`src/verilog/afd_pkg.sv`:
```
// afd_pkg: constants and types for the arithmetic, flag and
// dual data pointer datapath.
// assumes one core clock; the decoder drives the op codes below.
package afd_pkg;

	// special-function addresses
	localparam logic [7:0] AFD_CTRL_ADDR   = 8'hA7;
	localparam logic [7:0] AFD_PTR_LO_ADDR = 8'h82;
	localparam logic [7:0] AFD_PTR_HI_ADDR = 8'h83;

	// data_pointer_control fields
	localparam int         AFD_SEL_BIT        = 0;
	localparam int         AFD_MAIN_MODE_LSB  = 2;
	localparam int         AFD_SHAD_MODE_LSB  = 4;
	localparam int         AFD_SWAP_BIT       = 6;
	localparam int         AFD_UNUSED_BIT     = 7;
	localparam logic [7:0] AFD_CTRL_WMASK     = 8'h7D;
	localparam logic [7:0] AFD_CTRL_RESET     = 8'h00;

	// pointer update modes
	localparam logic [1:0] AFD_MODE_HOLD = 2'b00;
	localparam logic [1:0] AFD_MODE_INC  = 2'b01;
	localparam logic [1:0] AFD_MODE_DEC  = 2'b10;
	localparam logic [1:0] AFD_MODE_FLIP = 2'b11;

	// decimal adjust constants
	localparam logic [3:0] AFD_NIBBLE_MAX = 4'h9;
	localparam logic [8:0] AFD_DA_LOW_FIX = 9'h006;
	localparam logic [8:0] AFD_DA_HI_FIX  = 9'h060;
	localparam logic [8:0] AFD_DA_LIMIT   = 9'h099;

	// carry tap positions
	localparam int AFD_AUX_BIT = 4;
	localparam int AFD_C6_BIT  = 7;
	localparam int AFD_C7_BIT  = 8;

	typedef enum logic [3:0] {
		AFD_OP_ADD,
		AFD_OP_ADDC,
		AFD_OP_SUBB,
		AFD_OP_MUL,
		AFD_OP_DIV,
		AFD_OP_DA,
		AFD_OP_RRC,
		AFD_OP_RLC,
		AFD_OP_CJNE
	} afd_op_t;

	typedef enum logic [1:0] {
		AFD_MV_MOVC_DPTR,
		AFD_MV_MOVX_DPTR,
		AFD_MV_MOVC_PC,
		AFD_MV_MOVX_RI
	} afd_move_t;

endpackage : afd_pkg

```
`src/verilog/afd_alu_flags_dual_dptr.sv`:
```
// afd_alu_flags_dual_dptr: arithmetic/flag datapath and the dual
// data pointer unit with its control register.
// assumes the decoder keeps the flag register and feeds it back in,
// and presents at most one op and one pointer event per cycle.
// Operation
// - add sets carry bit7, aux bit3
// - add with carry includes carry flag
// - add overflow is carry6 xor carry7
// - subtract source and borrow, borrows set flags
// - subtract overflow is borrow6 xor borrow7
// - multiply splits product, overflow above 255
// - divide gives quotient, remainder, clears carry
// - divide by zero sets overflow
// - decimal adjust adds 06 when low needs
// - decimal adjust adds 60 on carry or step
// - decimal adjust carry when result above 99
// - rotate right through carry
// - rotate left through carry
// - compare branches when operands differ
// - compare carry when source above destination
// - two pointers chosen by control register
// - pointer accesses use the active pointer
// - only pointer-addressed moves update the pointer
// - bit 6 enables swap after moves
// - bit 7 unimplemented, reads zero
// - bits 5:4 shadow pointer update mode
// - bits 3:2 main pointer update mode
// - modes hold, increment, decrement, flip lsb
`timescale 1ns/1ns
module afd_alu_flags_dual_dptr
	import afd_pkg::*;
(
	input  wire logic        clk_sys,
	input  wire logic        rst_n,
	input  wire logic        opValid,
	input  wire afd_op_t     opCode,
	input  wire logic [7:0]  accIn,
	input  wire logic [7:0]  srcIn,
	input  wire logic [7:0]  bIn,
	input  wire logic        carryIn,
	input  wire logic        auxCarryIn,
	input  wire logic        ovIn,
	output logic             resultValid,
	output logic      [7:0]  accOut,
	output logic      [7:0]  bOut,
	output logic             carryOut,
	output logic             auxCarryOut,
	output logic             overflowOut,
	output logic             branchTaken,
	input  wire logic        ptrLoad,
	input  wire logic [15:0] ptrLoadValue,
	input  wire logic        ptrMove,
	input  wire afd_move_t   ptrMoveKind,
	output logic      [15:0] activePtr,
	output logic             activeIsShadow,
	input  wire logic [7:0]  sfrAddr,
	input  wire logic        sfrWrite,
	input  wire logic        sfrRead,
	input  wire logic [7:0]  sfrWdata,
	output logic      [7:0]  sfrRdata,
	output logic             sfrRdValid
);

	typedef struct packed {
		logic [7:0]  acc;
		logic [7:0]  b;
		logic        carry;
		logic        aux;
		logic        ov;
		logic        branch;
		logic        resValid;
		logic [7:0]  ctrl;
		logic [15:0] mainPtr;
		logic [15:0] shadowPtr;
		logic [7:0]  rdData;
		logic        rdValid;
	} afd_state_t;

	afd_state_t st;
	afd_state_t next_st;

	// one post-move pointer step for a given mode
	function automatic logic [15:0] afdPtrStep(input logic [15:0] ptr,
		input logic [1:0] mode);
		logic [15:0] res;
		res = ptr;
		case (mode)
			AFD_MODE_INC:  res = ptr + 16'h0001;
			AFD_MODE_DEC:  res = ptr - 16'h0001;
			AFD_MODE_FLIP: res = ptr ^ 16'h0001;
			default:       res = ptr;
		endcase
		return res;
	endfunction : afdPtrStep

	// next state: alu result, then register port, then pointer events
	always_comb begin
		logic        cin;
		logic [4:0]  lo;
		logic [7:0]  mid;
		logic [8:0]  full;
		logic [15:0] prod;
		logic        step1;
		logic        step2;
		logic [8:0]  da1;
		logic [8:0]  da2;
		logic [15:0] curPtr;
		logic        useShadow;
		cin       = 1'b0;
		lo        = 5'h00;
		mid       = 8'h00;
		full      = 9'h000;
		prod      = 16'h0000;
		step1     = 1'b0;
		step2     = 1'b0;
		da1       = 9'h000;
		da2       = 9'h000;
		useShadow = st.ctrl[AFD_SEL_BIT];
		curPtr    = useShadow ? st.shadowPtr : st.mainPtr;
		next_st          = st;
		next_st.resValid = 1'b0;
		next_st.rdValid  = 1'b0;
		next_st.rdData   = 8'h00;

		if (opValid) begin
			next_st.resValid = 1'b1;
			next_st.acc      = accIn;
			next_st.b        = bIn;
			next_st.carry    = carryIn;
			next_st.aux      = auxCarryIn;
			next_st.ov       = ovIn;
			next_st.branch   = 1'b0;
			case (opCode)
				AFD_OP_ADD, AFD_OP_ADDC: begin
					cin  = (opCode == AFD_OP_ADDC) & carryIn;
					lo   = {1'b0, accIn[3:0]} + {1'b0, srcIn[3:0]}
						+ {4'h0, cin};
					mid  = {1'b0, accIn[6:0]} + {1'b0, srcIn[6:0]}
						+ {7'h00, cin};
					full = {1'b0, accIn} + {1'b0, srcIn} + {8'h00, cin};
					next_st.acc   = full[7:0];
					next_st.carry = full[AFD_C7_BIT];
					next_st.aux   = lo[AFD_AUX_BIT];
					next_st.ov    = mid[AFD_C6_BIT] ^ full[AFD_C7_BIT];
				end
				AFD_OP_SUBB: begin
					cin  = carryIn;
					lo   = {1'b0, accIn[3:0]} - {1'b0, srcIn[3:0]}
						- {4'h0, cin};
					mid  = {1'b0, accIn[6:0]} - {1'b0, srcIn[6:0]}
						- {7'h00, cin};
					full = {1'b0, accIn} - {1'b0, srcIn} - {8'h00, cin};
					next_st.acc   = full[7:0];
					next_st.carry = full[AFD_C7_BIT];
					next_st.aux   = lo[AFD_AUX_BIT];
					next_st.ov    = mid[AFD_C6_BIT] ^ full[AFD_C7_BIT];
				end
				AFD_OP_MUL: begin
					prod = {8'h00, accIn} * {8'h00, bIn};
					next_st.acc   = prod[7:0];
					next_st.b     = prod[15:8];
					next_st.carry = 1'b0;
					next_st.ov    = |prod[15:8];
				end
				AFD_OP_DIV: begin
					next_st.carry = 1'b0;
					if (bIn == 8'h00) begin
						next_st.ov = 1'b1;
					end else begin
						next_st.acc = accIn / bIn;
						next_st.b   = accIn % bIn;
						next_st.ov  = 1'b0;
					end
				end
				AFD_OP_DA: begin
					step1 = auxCarryIn | (accIn[3:0] > AFD_NIBBLE_MAX);
					da1   = {1'b0, accIn} + (step1 ? AFD_DA_LOW_FIX : 9'h000);
					step2 = carryIn | step1;
					da2   = da1 + (step2 ? AFD_DA_HI_FIX : 9'h000);
					next_st.acc   = da2[7:0];
					next_st.carry = da2 > AFD_DA_LIMIT;
				end
				AFD_OP_RRC: begin
					next_st.acc   = {carryIn, accIn[7:1]};
					next_st.carry = accIn[0];
				end
				AFD_OP_RLC: begin
					next_st.acc   = {accIn[6:0], carryIn};
					next_st.carry = accIn[7];
				end
				AFD_OP_CJNE: begin
					next_st.branch = accIn != srcIn;
					next_st.carry  = srcIn > accIn;
				end
				default: begin
					next_st.resValid = 1'b0;
				end
			endcase
		end

		// register port writes
		if (sfrWrite) begin
			if (sfrAddr == AFD_CTRL_ADDR) begin
				next_st.ctrl = sfrWdata & AFD_CTRL_WMASK;
			end else if (sfrAddr == AFD_PTR_LO_ADDR) begin
				if (useShadow) begin
					next_st.shadowPtr[7:0] = sfrWdata;
				end else begin
					next_st.mainPtr[7:0] = sfrWdata;
				end
			end else if (sfrAddr == AFD_PTR_HI_ADDR) begin
				if (useShadow) begin
					next_st.shadowPtr[15:8] = sfrWdata;
				end else begin
					next_st.mainPtr[15:8] = sfrWdata;
				end
			end
		end

		// register port reads, answered one cycle later
		if (sfrRead) begin
			if (sfrAddr == AFD_CTRL_ADDR) begin
				next_st.rdData  = st.ctrl;
				next_st.rdValid = 1'b1;
			end else if (sfrAddr == AFD_PTR_LO_ADDR) begin
				next_st.rdData  = curPtr[7:0];
				next_st.rdValid = 1'b1;
			end else if (sfrAddr == AFD_PTR_HI_ADDR) begin
				next_st.rdData  = curPtr[15:8];
				next_st.rdValid = 1'b1;
			end
		end

		// immediate load of the active pointer
		if (ptrLoad) begin
			if (useShadow) begin
				next_st.shadowPtr = ptrLoadValue;
			end else begin
				next_st.mainPtr = ptrLoadValue;
			end
		end

		// move completion: step the used pointer, then maybe swap
		if (ptrMove) begin
			if (ptrMoveKind == AFD_MV_MOVC_DPTR ||
				ptrMoveKind == AFD_MV_MOVX_DPTR) begin
				if (useShadow) begin
					next_st.shadowPtr = afdPtrStep(st.shadowPtr,
						st.ctrl[AFD_SHAD_MODE_LSB +: 2]);
				end else begin
					next_st.mainPtr = afdPtrStep(st.mainPtr,
						st.ctrl[AFD_MAIN_MODE_LSB +: 2]);
				end
			end
			if (st.ctrl[AFD_SWAP_BIT]) begin
				next_st.ctrl[AFD_SEL_BIT] = ~next_st.ctrl[AFD_SEL_BIT];
			end
		end
	end

	// state register, synchronous reset
	always_ff @(posedge clk_sys) begin
		if (!rst_n) begin
			st      <= '0;
			st.ctrl <= AFD_CTRL_RESET;
		end else begin
			st <= next_st;
		end
	end

	// outputs straight from state
	assign resultValid    = st.resValid;
	assign accOut         = st.acc;
	assign bOut           = st.b;
	assign carryOut       = st.carry;
	assign auxCarryOut    = st.aux;
	assign overflowOut    = st.ov;
	assign branchTaken    = st.branch;
	assign activeIsShadow = st.ctrl[AFD_SEL_BIT];
	assign activePtr      = st.ctrl[AFD_SEL_BIT] ? st.shadowPtr
		: st.mainPtr;
	assign sfrRdata       = st.rdData;
	assign sfrRdValid     = st.rdValid;

	// alu results, flags and pointer behaviour against reference expressions
	AST_ADD_CARRY: assert property (@(posedge clk_sys) disable iff (!rst_n)
		opValid && opCode == AFD_OP_ADD |=> resultValid && carryOut ==
		(({1'b0, $past(accIn)} + {1'b0, $past(srcIn)}) > 9'h0FF))
		else $error("add carry wrong");
	AST_ADD_AUX: assert property (@(posedge clk_sys) disable iff (!rst_n)
		opValid && opCode == AFD_OP_ADD |=> auxCarryOut ==
		((($past(accIn) & 8'h0F) + ($past(srcIn) & 8'h0F)) > 8'h0F))
		else $error("add aux carry wrong");
	AST_ADDC_SUM: assert property (@(posedge clk_sys) disable iff (!rst_n)
		opValid && opCode == AFD_OP_ADDC |=> accOut == $past(accIn)
		+ $past(srcIn) + {7'h00, $past(carryIn)})
		else $error("add with carry sum wrong");
	AST_ADD_OV: assert property (@(posedge clk_sys) disable iff (!rst_n)
		opValid && opCode == AFD_OP_ADD && accIn[7] == srcIn[7] |=>
		overflowOut == (accOut[7] != $past(accIn[7])))
		else $error("add overflow wrong");
	AST_SUBB_CARRY: assert property (@(posedge clk_sys) disable iff (!rst_n)
		opValid && opCode == AFD_OP_SUBB |=> carryOut ==
		(({1'b0, $past(srcIn)} + {8'h00, $past(carryIn)})
		> {1'b0, $past(accIn)}))
		else $error("subtract borrow wrong");
	AST_MUL: assert property (@(posedge clk_sys) disable iff (!rst_n)
		opValid && opCode == AFD_OP_MUL |=> {bOut, accOut} ==
		$past(accIn) * $past(bIn) && !carryOut && overflowOut ==
		(bOut != 8'h00))
		else $error("multiply wrong");
	AST_DIV: assert property (@(posedge clk_sys) disable iff (!rst_n)
		opValid && opCode == AFD_OP_DIV && bIn != 8'h00 |=>
		accOut == $past(accIn) / $past(bIn) && bOut == $past(accIn)
		% $past(bIn) && !carryOut && !overflowOut)
		else $error("divide wrong");
	AST_DIV_ZERO: assert property (@(posedge clk_sys) disable iff (!rst_n)
		opValid && opCode == AFD_OP_DIV && bIn == 8'h00 |=>
		overflowOut && !carryOut)
		else $error("divide by zero flags wrong");
	AST_RRC: assert property (@(posedge clk_sys) disable iff (!rst_n)
		opValid && opCode == AFD_OP_RRC |=> carryOut == $past(accIn[0])
		&& accOut[7] == $past(carryIn))
		else $error("rotate right wrong");
	AST_RLC: assert property (@(posedge clk_sys) disable iff (!rst_n)
		opValid && opCode == AFD_OP_RLC |=> carryOut == $past(accIn[7])
		&& accOut[0] == $past(carryIn))
		else $error("rotate left wrong");
	AST_CJNE: assert property (@(posedge clk_sys) disable iff (!rst_n)
		opValid && opCode == AFD_OP_CJNE |=> branchTaken ==
		($past(accIn) != $past(srcIn)) && carryOut ==
		($past(srcIn) > $past(accIn)))
		else $error("compare result wrong");
	AST_CTRL_BIT7: assert property (@(posedge clk_sys) disable iff (!rst_n)
		!st.ctrl[AFD_UNUSED_BIT])
		else $error("unimplemented control bit set");
	AST_SWAP: assert property (@(posedge clk_sys) disable iff (!rst_n)
		ptrMove && st.ctrl[AFD_SWAP_BIT] && !sfrWrite |=>
		activeIsShadow != $past(activeIsShadow))
		else $error("pointer swap missing");
	AST_MAIN_INC: assert property (@(posedge clk_sys) disable iff (!rst_n)
		ptrMove && ptrMoveKind == AFD_MV_MOVX_DPTR && !activeIsShadow &&
		st.ctrl[AFD_MAIN_MODE_LSB +: 2] == AFD_MODE_INC && !sfrWrite &&
		!ptrLoad |=> st.mainPtr == $past(st.mainPtr) + 16'h0001)
		else $error("main pointer increment wrong");
	AST_PC_FORM: assert property (@(posedge clk_sys) disable iff (!rst_n)
		ptrMove && (ptrMoveKind == AFD_MV_MOVC_PC ||
		ptrMoveKind == AFD_MV_MOVX_RI) && !sfrWrite && !ptrLoad |=>
		$stable(st.mainPtr) && $stable(st.shadowPtr))
		else $error("pointer changed by non-pointer move");

endmodule : afd_alu_flags_dual_dptr

```
`config.mk`:
```
export PLATFORM = sky130hd
export DESIGN_NAME = afd_alu_flags_dual_dptr
export DESIGN_NICKNAME = d
export VERILOG_FILES = /design/src/verilog/afd_pkg.sv /design/src/verilog/afd_alu_flags_dual_dptr.sv
export SDC_FILE = /design/constraint.sdc
export NUM_CORES = 1
export LEC_CHECK = 0
export ABC_AREA = 1
export BUFFER_PORTS_ARGS = -buffer_cell sky130_fd_sc_hd__buf_2
export CAP_MARGIN = 25
export CORE_ASPECT_RATIO = 0.6
export CORE_MARGIN = 10
export CORE_UTILIZATION = 50
export CTS_BUF_LIST = sky130_fd_sc_hd__clkbuf_8
export DETAILED_ROUTE_END_ITERATION = 7
export PLACE_DENSITY_LB_ADDON = 0.08
export SLEW_MARGIN = 20
export SYNTH_ARGS = -nofsm -noshare
export SYNTH_HDL_FRONTEND = slang
export SYNTH_SLANG_ARGS = --single-unit
```
`constraint.sdc`:
```
create_clock -name clk_sys -period 11.06 [get_ports clk_sys]
set_input_delay 0 -clock clk_sys [delete_from_list [all_inputs] [get_ports clk_sys]]
set_output_delay 0 -clock clk_sys [all_outputs]
set_load 0.02 [all_outputs]
```
==> results of run 1 <==
power breakdown:
group	internal [µW]	leakage, µW	switching [µW]
Clock	161	0.000131	110
Sequential	257	0.000557	13.9
Combinational	261	0.00595	489
cell families (layout without fill, tap and decap cells):
| family | count (synthesis) | after routing |
|---|---|---|
| adder cells (fa/ha/maj) | 188 | 188 |
| AND/OR/NAND/NOR | 675 | 675 |
| AO/OA/AOI/OAI | 436 | 436 |
| buffers and inverters | 381 | 451 |
| XOR/XNOR | 38 | 38 |
| flip-flops | 68 | 68 |
how the worst min path moves through the flow:
stage / startpoint / to / slack (ps) / cells after the start
final: sfrAddr[0] / sfrRdata[1] / 30 / 4
after global routing: opCode[3] / accOut[0] / 40 / 4
after CTS: sfrWdata[3] / st[44] / 6 / 3
after detailed placement: sfrWdata[5] / st[46] / 340 / 3
after global placement: sfrWdata[2] / st[43] / 350 / 3
after floorplan: opCode[3] / resultValid / 190 / 3
timing repair:
item                                   4_1_cts  5_1_grt
gates resized for setup                      0        2
endpoints found under the hold margin        4        0
hold buffers                                 4        0
buffers inserted                             0        0
setup endpoints to repair                    0        4
cell usage in the layout, fill, tap and decap left out, types with 7 or more instances in the layout:
master	instances
a211oi_1	7
a21oi_1	150
a221oi_1	8
a31oi_1	10
buf_2	117
clkbuf_8	11
dfxtp_1	68
fa_1	47
ha_1	141
inv_1	290
inv_2	16
nand2_1	379
nand3_1	76
nand3_2	9
nand4_1	19
nor2_1	123
nor3_1	18
o211ai_1	40
o21ai_0	133
o21ai_1	24
o21ai_2	7
o21bai_1	12
or2_2	12
xnor2_1	9
xor2_1	29
cell type report:
| cell class | instances | area [µm²] |
|---|---|---|
| clock buffer | 11 | 151 |
| clock inverter | 5 | 98.8 |
| fill | 2308 | 9970 |
| inverter | 308 | 1160 |
| multi-input combinational | 1337 | 8600 |
| sequential | 68 | 1360 |
| tap | 308 | 385 |
| timing repair buffer | 127 | 671 |
registers in the layout, indices dropped and copies added (netlist names), 8 cells and up:
signal / cells
accOut: 8
sfrRdata: 8
bOut: 8
st: 37
per-stage QoR:
stage                     hold slack [ps]  area, µm²  setup WS [ps]  util, %
after global placement                345      12100           1020     54.2
after detailed placement              336      12100            789     54.2
after CTS                            6.29      12400           1140     55.5
after floorplan                       187      11500           2620        -
after global routing                 38.1      12400           27.7     55.5
final                                28.5      12400           1180     55.5
per-layer routing:
| layer | wire, µm | vias to the layer above | global-route usage [%] |
|---|---|---|---|
| met2 | 15800 | 695 | 36.8 |
| li1 | - | 5998 | - |
| met3 | 6290 | 49 | 10.6 |
| met1 | 20800 | 5831 | 43.3 |
| met4 | 675 | 0 | 5.68 |
| met5 | 0 | - | 0 |
critical path: cells and delay by family:
kind / cells / cell delay (ps)
buffers and inverters: 15 / 1920
adder cells (fa/ha/maj): 8 / 2540
AND/OR/NAND/NOR: 35 / 4210
AO/OA/AOI/OAI: 11 / 1500
==> results.py, run 1 <==
metrics = {
    "global_route": {
        "grt_pass1_vias": 11600,
        "grt_max_degree": 47,
        "grt_pass1_wl_mm": 66.9,
        "overflow": 0,
        "grt_antenna_before_repair": 0,
        "grtUsageTotal_pct": 28.7,
    },
    "synth": {
        "synth_top_area_share_pct": 15.3,
        "yosys-mux-area-fraction_pct": 0,
        "yosysUniqueCellTypes": 59,
        "syn_inst": 1786,
        "synth-compound-area-share_pct": 22.2,
        "async_flop_share_pct": 0,
        "yosys.area_share.simple_pct": 25.9,
        "ys_warn_count": 0,
        "synth_xor_area_share_pct": 2.88,
        "syn_nets": 2046,
        "synth_edf_count": 0,
        "synth_top_family_by_area": "simple AND/OR/NAND/NOR gates",
        "synthAdderAreaFrac_pct": 23.4,
        "yosys-top-cells-count": "nand2_1, inv_1, a21oi_1, ha_1, o21ai_0",
        "avgSynthCellArea_um2": 6.47,
        "synth_area_leaders": "ha_1, nand2_1, dfxtp_1",
        "ys_ff_latch": 68,
        "synth_top_area_cell": "ha_1",
        "yosysMostFrequentCell": "nand2_1",
        "synth-seq-area-share_pct": 11.8,
        "synth_flop_cell": "dfxtp_1",
        "syn_area_um2": 11500,
    },
    "final_layout": {
        "fin_cells": 2164,
        "synthToLayoutAreaGrowth_pct": 7.54,
        "antenna_cells": 0,
        "nets": 2111,
        "drive_gt1_share_pct": 11.4,
    },
    "critical_path": {
        "cp.required_ps": 11380,
        "critPathCapture": "bOut[6]",
        "crit_top_cell": "nand2_1",
        "critical_path.endpoint_type": "flip-flop",
        "crit_path_start": "bIn[0]",
        "critPathMaxStageDelay_ps": 360,
        "r2r_cells": 14,
        "r2r-end": "st[38]",
        "startpoint_type": "input pin",
        "worstSetupPathType": "input pin to flip-flop",
        "crit_arrival_ps": 10200,
        "rrSetupSlack_ps": 7700,
        "crit_path_max_fanout": 11,
        "reg2reg_from": "st[43]",
        "slowest_stage": "ha_1",
    },
    "cts": {
        "cts_htree_levels": 3,
        "clkSinkCount": 68,
        "cts_tree": "yes",
        "cts_root_buf": "clkbuf_8",
        "clockBufferDepth": 2,
        "cts_buffers": 9,
        "path_clk_slew_ps": 80,
        "insertion_delay_ps": 380,
    },
    "timing": {
        "tightest_slew_ps": 820,
        "finClkSkew_ps": 11.2,
        "period_minus_slack_ps": 9880,
        "hold_violations": 0,
        "tns_ps": 0,
        "fmax_ghz": 0.101,
        "slew_headroom_pct": 44.8,
        "grt_setup_unrepaired": "no",
        "drv_slew": 0,
        "fin_crit_sh_pct": 89.3,
        "report.final.setup_viol": 0,
    },
    "power_and_ir_drop": {
        "vdd_drop_max_v": 0.0000610,
        "power_density_nw_per_um2": 104,
        "power_leakage_uw": 0.00664,
        "power_uw": 1290,
    },
    "floorplan": {
        "initial_utilization_pct": 51.6,
        "rows": 42,
        "die_w_um": 216,
        "fp.coreArea_um2": 22400,
        "die_area_um2": 29800,
        "die_h_um": 138,
        "ioPinCount": 119,
    },
    "outcome": {
        "outcome": "finished, final reports clean",
    },
    "min_path": {
        "holdCritPathClass": "input pin to flip-flop",
    },
    "flow_run": {
        "maxCapViolations": 0,
    },
    "detailed_routing": {
        "vias": 12600,
        "antenna_violating_nets_post_route": 0,
        "drt_iter0_drc": 1424,
        "viasPerCell": 5.81,
        "routed_wl_mm": 43.5,
        "drc": 0,
        "wl_per_cell_um": 20.1,
        "dr.pass1.iters": 6,
    },
    "placement": {
        "placed_cells": 2144,
        "dp_hpwl_mm": 35.2,
        "place.gp.congestion": 1.03,
        "port_buffers": 117,
    },
}
Power figures use the tool's default switching activity.
==> run 2, diff against run 1 <==
--- a/config.mk
+++ b/config.mk
@@ -5,7 +5,7 @@
 export SDC_FILE = /design/constraint.sdc
 export NUM_CORES = 1
 export LEC_CHECK = 0
-export ABC_AREA = 1
+export ABC_AREA = 0
 export BUFFER_PORTS_ARGS = -buffer_cell sky130_fd_sc_hd__buf_2
 export CAP_MARGIN = 25
 export CORE_ASPECT_RATIO = 0.6
==> run 2 against run 1 <==
Against the previous run:
- hold slack worse by 2.0 ps
- area after synthesis is 3.6% lower
- global-route usage is 0.93 points lower
- via count is 10% lower
- synthesized cell count is 19% lower
- cell count is 15% lower
==> results.py, run 2 <==
metrics = {
    "outcome": {
        "outcome": "finished, final reports clean",
    },
    "final_layout": {
        "synthToLayoutAreaGrowth_pct": 10.5,
        "largest_reg_flops": 37,
        "nets": 1798,
        "drive_gt1_share_pct": 15.2,
        "layout_common_cells": "nand2_1, ha_1, nor2_1",
        "fillCellCount": 2160,
        "top_register": "st",
        "final-seq-area_um2": 1360,
        "mostFrequentLayoutCell": "nand2_1",
        "multi_input_area_um2": 9000,
    },
    "critical_path": {
        "worstSetupPathType": "input pin to flip-flop",
        "r2r-end": "st[39]",
        "critPathTopFamily": "compound AO/OA/AOI/OAI gates",
        "critical_path.endpoint_type": "flip-flop",
        "reg2reg_from": "st[44]",
        "crit_arrival_ps": 10800,
        "startpoint_type": "input pin",
        "cp.required_ps": 11350,
        "rrSetupSlack_ps": 7270,
        "slowest_stage": "fa_1",
        "cp_num_cells": 53,
        "crit_path_max_fanout": 11,
        "crit_top_cell": "ha_1",
        "r2r_cells": 10,
        "critical_path_buf_inv_count": 8,
        "critPathMaxStageDelay_ps": 440,
    },
    "power_and_ir_drop": {
        "combPwrFrac_pct": 57.1,
        "vdd_drop_max_v": 0.0000535,
        "power_density_nw_per_um2": 102,
        "power_leakage_uw": 0.00557,
        "p_sw_share_pct": 44.4,
        "pwr-share-clk_pct": 21.2,
        "power_uw": 1250,
        "internal-power_uw": 694,
        "p_switching_uw": 555,
        "seqPwrFrac_pct": 21.7,
    },
    "global_route": {
        "grt_antenna_before_repair": 2,
        "grtUsageTotal_pct": 27.8,
        "grt_max_degree": 39,
        "overflow": 0,
        "grt_pass1_wl_mm": 62.2,
        "grt_pass1_vias": 10400,
    },
    "floorplan": {
        "die_w_um": 213,
        "rows": 42,
        "die_area_um2": 28800,
        "fp.coreArea_um2": 22000,
        "ioPinCount": 119,
        "die_h_um": 136,
        "initial_utilization_pct": 50.7,
    },
    "timing": {
        "fin_crit_sh_pct": 95.1,
        "tns_ps": 0,
        "fmax_ghz": 0.0951,
        "report.final.setup_viol": 0,
        "drv_slew": 0,
        "tightest_slew_ps": 1030,
        "hold_violations": 0,
        "finClkSkew_ps": 11.0,
        "slew_headroom_pct": 31.3,
        "period_minus_slack_ps": 10510,
    },
    "detailed_routing": {
        "vias": 11300,
        "antenna_violating_nets_post_route": 0,
        "dr.pass1.iters": 6,
        "wl_per_cell_um": 22.3,
        "routed_wl_mm": 40.8,
        "drt_iter0_drc": 1199,
        "drc": 0,
        "viasPerCell": 6.17,
    },
    "synth": {
        "yosysUniqueCellTypes": 88,
        "avgSynthCellArea_um2": 7.66,
        "syn_nets": 1712,
        "ys_ff_latch": 68,
        "yosysMostFrequentCell": "nand2_1",
        "async_flop_share_pct": 0,
        "yosys-top-cells-count": "nand2_1, ha_1, nor2_1, inv_1, a21oi_1",
        "synth_area_leaders": "ha_1, dfxtp_1, fa_1",
        "synth_flop_cell": "dfxtp_1",
        "synth_top_area_share_pct": 15.9,
        "syn_area_um2": 11100,
        "synth-seq-area-share_pct": 12.2,
        "synth_edf_count": 0,
        "syn_inst": 1452,
        "synth_top_area_cell": "ha_1",
        "ys_warn_count": 0,
    },
    "min_path": {
        "min_from": "ptrMove",
        "holdCritPathClass": "input pin to flip-flop",
        "min_path_cells": 4,
        "min_to": "activeIsShadow",
    },
    "placement": {
        "place.gp.congestion": 0.995,
        "dp_hpwl_mm": 32.9,
        "port_buffers": 117,
    },
    "cts": {
        "clockBufferDepth": 2,
        "insertion_delay_ps": 370,
        "cts_tree": "yes",
        "cts_buffers": 9,
        "path_clk_slew_ps": 80,
        "clkSinkCount": 68,
        "cts_htree_levels": 3,
        "cts_root_buf": "clkbuf_8",
    },
    "flow_run": {
        "maxCapViolations": 0,
    },
}
## run 2: cell count changes in the layout (fill, tap and decap cells not counted), sizes merged, moves of 51 or more
cell,previous run,this run
a21oi,152,98
mux2i,0,51
o21ai,164,98
inv,306,106
nand2,380,146
nand3,87,35
## run 2: layer usage
| layer | wire length (µm) | vias to the layer above | track usage [%] |
|---|---|---|---|
| li1 | - | 5345 | - |
| met3 | 5250 | 45 | 10.3 |
| met2 | 15000 | 616 | 34.0 |
| met1 | 20000 | 5285 | 43.0 |
| met5 | 100 | - | 2.58 |
| met4 | 511 | 2 | 5.45 |
## run 2: how the worst max path moves through the flow
stage                      start       to  slack (ps)
after floorplan           bIn[5]  bOut[0]         800
after global placement    bIn[6]  bOut[6]         220
after detailed placement  bIn[6]  bOut[6]        -170
after CTS                 bIn[6]  bOut[6]         180
after global routing      bIn[4]  bOut[6]         -20
final                     bIn[4]  bOut[6]         550
## run 2: layout make-up
class,instances,share of cell area (%)
antenna,2,0.0407
clock buffer,10,1.12
clock inverter,6,0.905
inverter,107,3.26
multi-input combinational,1193,73.1
sequential,68,11.1
tap,286,2.91
timing repair buffer,159,7.57
## run 2: logic make-up after synthesis
family	share of synthesized area, %
muxes	7.28
buffers and inverters	7.45
xor gates and xnor gates	5.12
adders and majority gates	24.3
AOI/OAI and AO/OA	23.2
and+or+nand+nor	20.4
DFF	12.2
## run 2: what timing repair did
action | CTS | global route
hold endpoints to repair | 8 | 0
setup buffers | 0 | 1
gates resized for setup | 0 | 12
hold buffers | 12 | 0
setup endpoints to repair | 0 | 9
## run 2: worst min-delay path, stage by stage
cell     delay [ps]
buf_2           140
nand2_1          80
xnor2_1          70
nor2_1           70
## run 2: power groups by stage
stage	logic, µW	clock network (µW)	registers (µW)
final	713	265	270
after global routing	791	279	271
after CTS	691	269	269
after detailed placement	684	0	275
after global placement	680	0	275
after floorplan	507	0	269
## run 2: stage by stage
step                      area [µm²]  setup slack (ps)  instances  util (%)  hold WS (ps)
after global placement         11900               225       1799      54.0           337
after CTS                      12200               179       1828      55.8        0.0986
after detailed placement       11900              -172       1800      54.1           339
after floorplan                11100               798       1452         -           147
after global routing           12300             -19.8       1831      56.0          24.9
final                          12300               545       1831      56.0          26.6
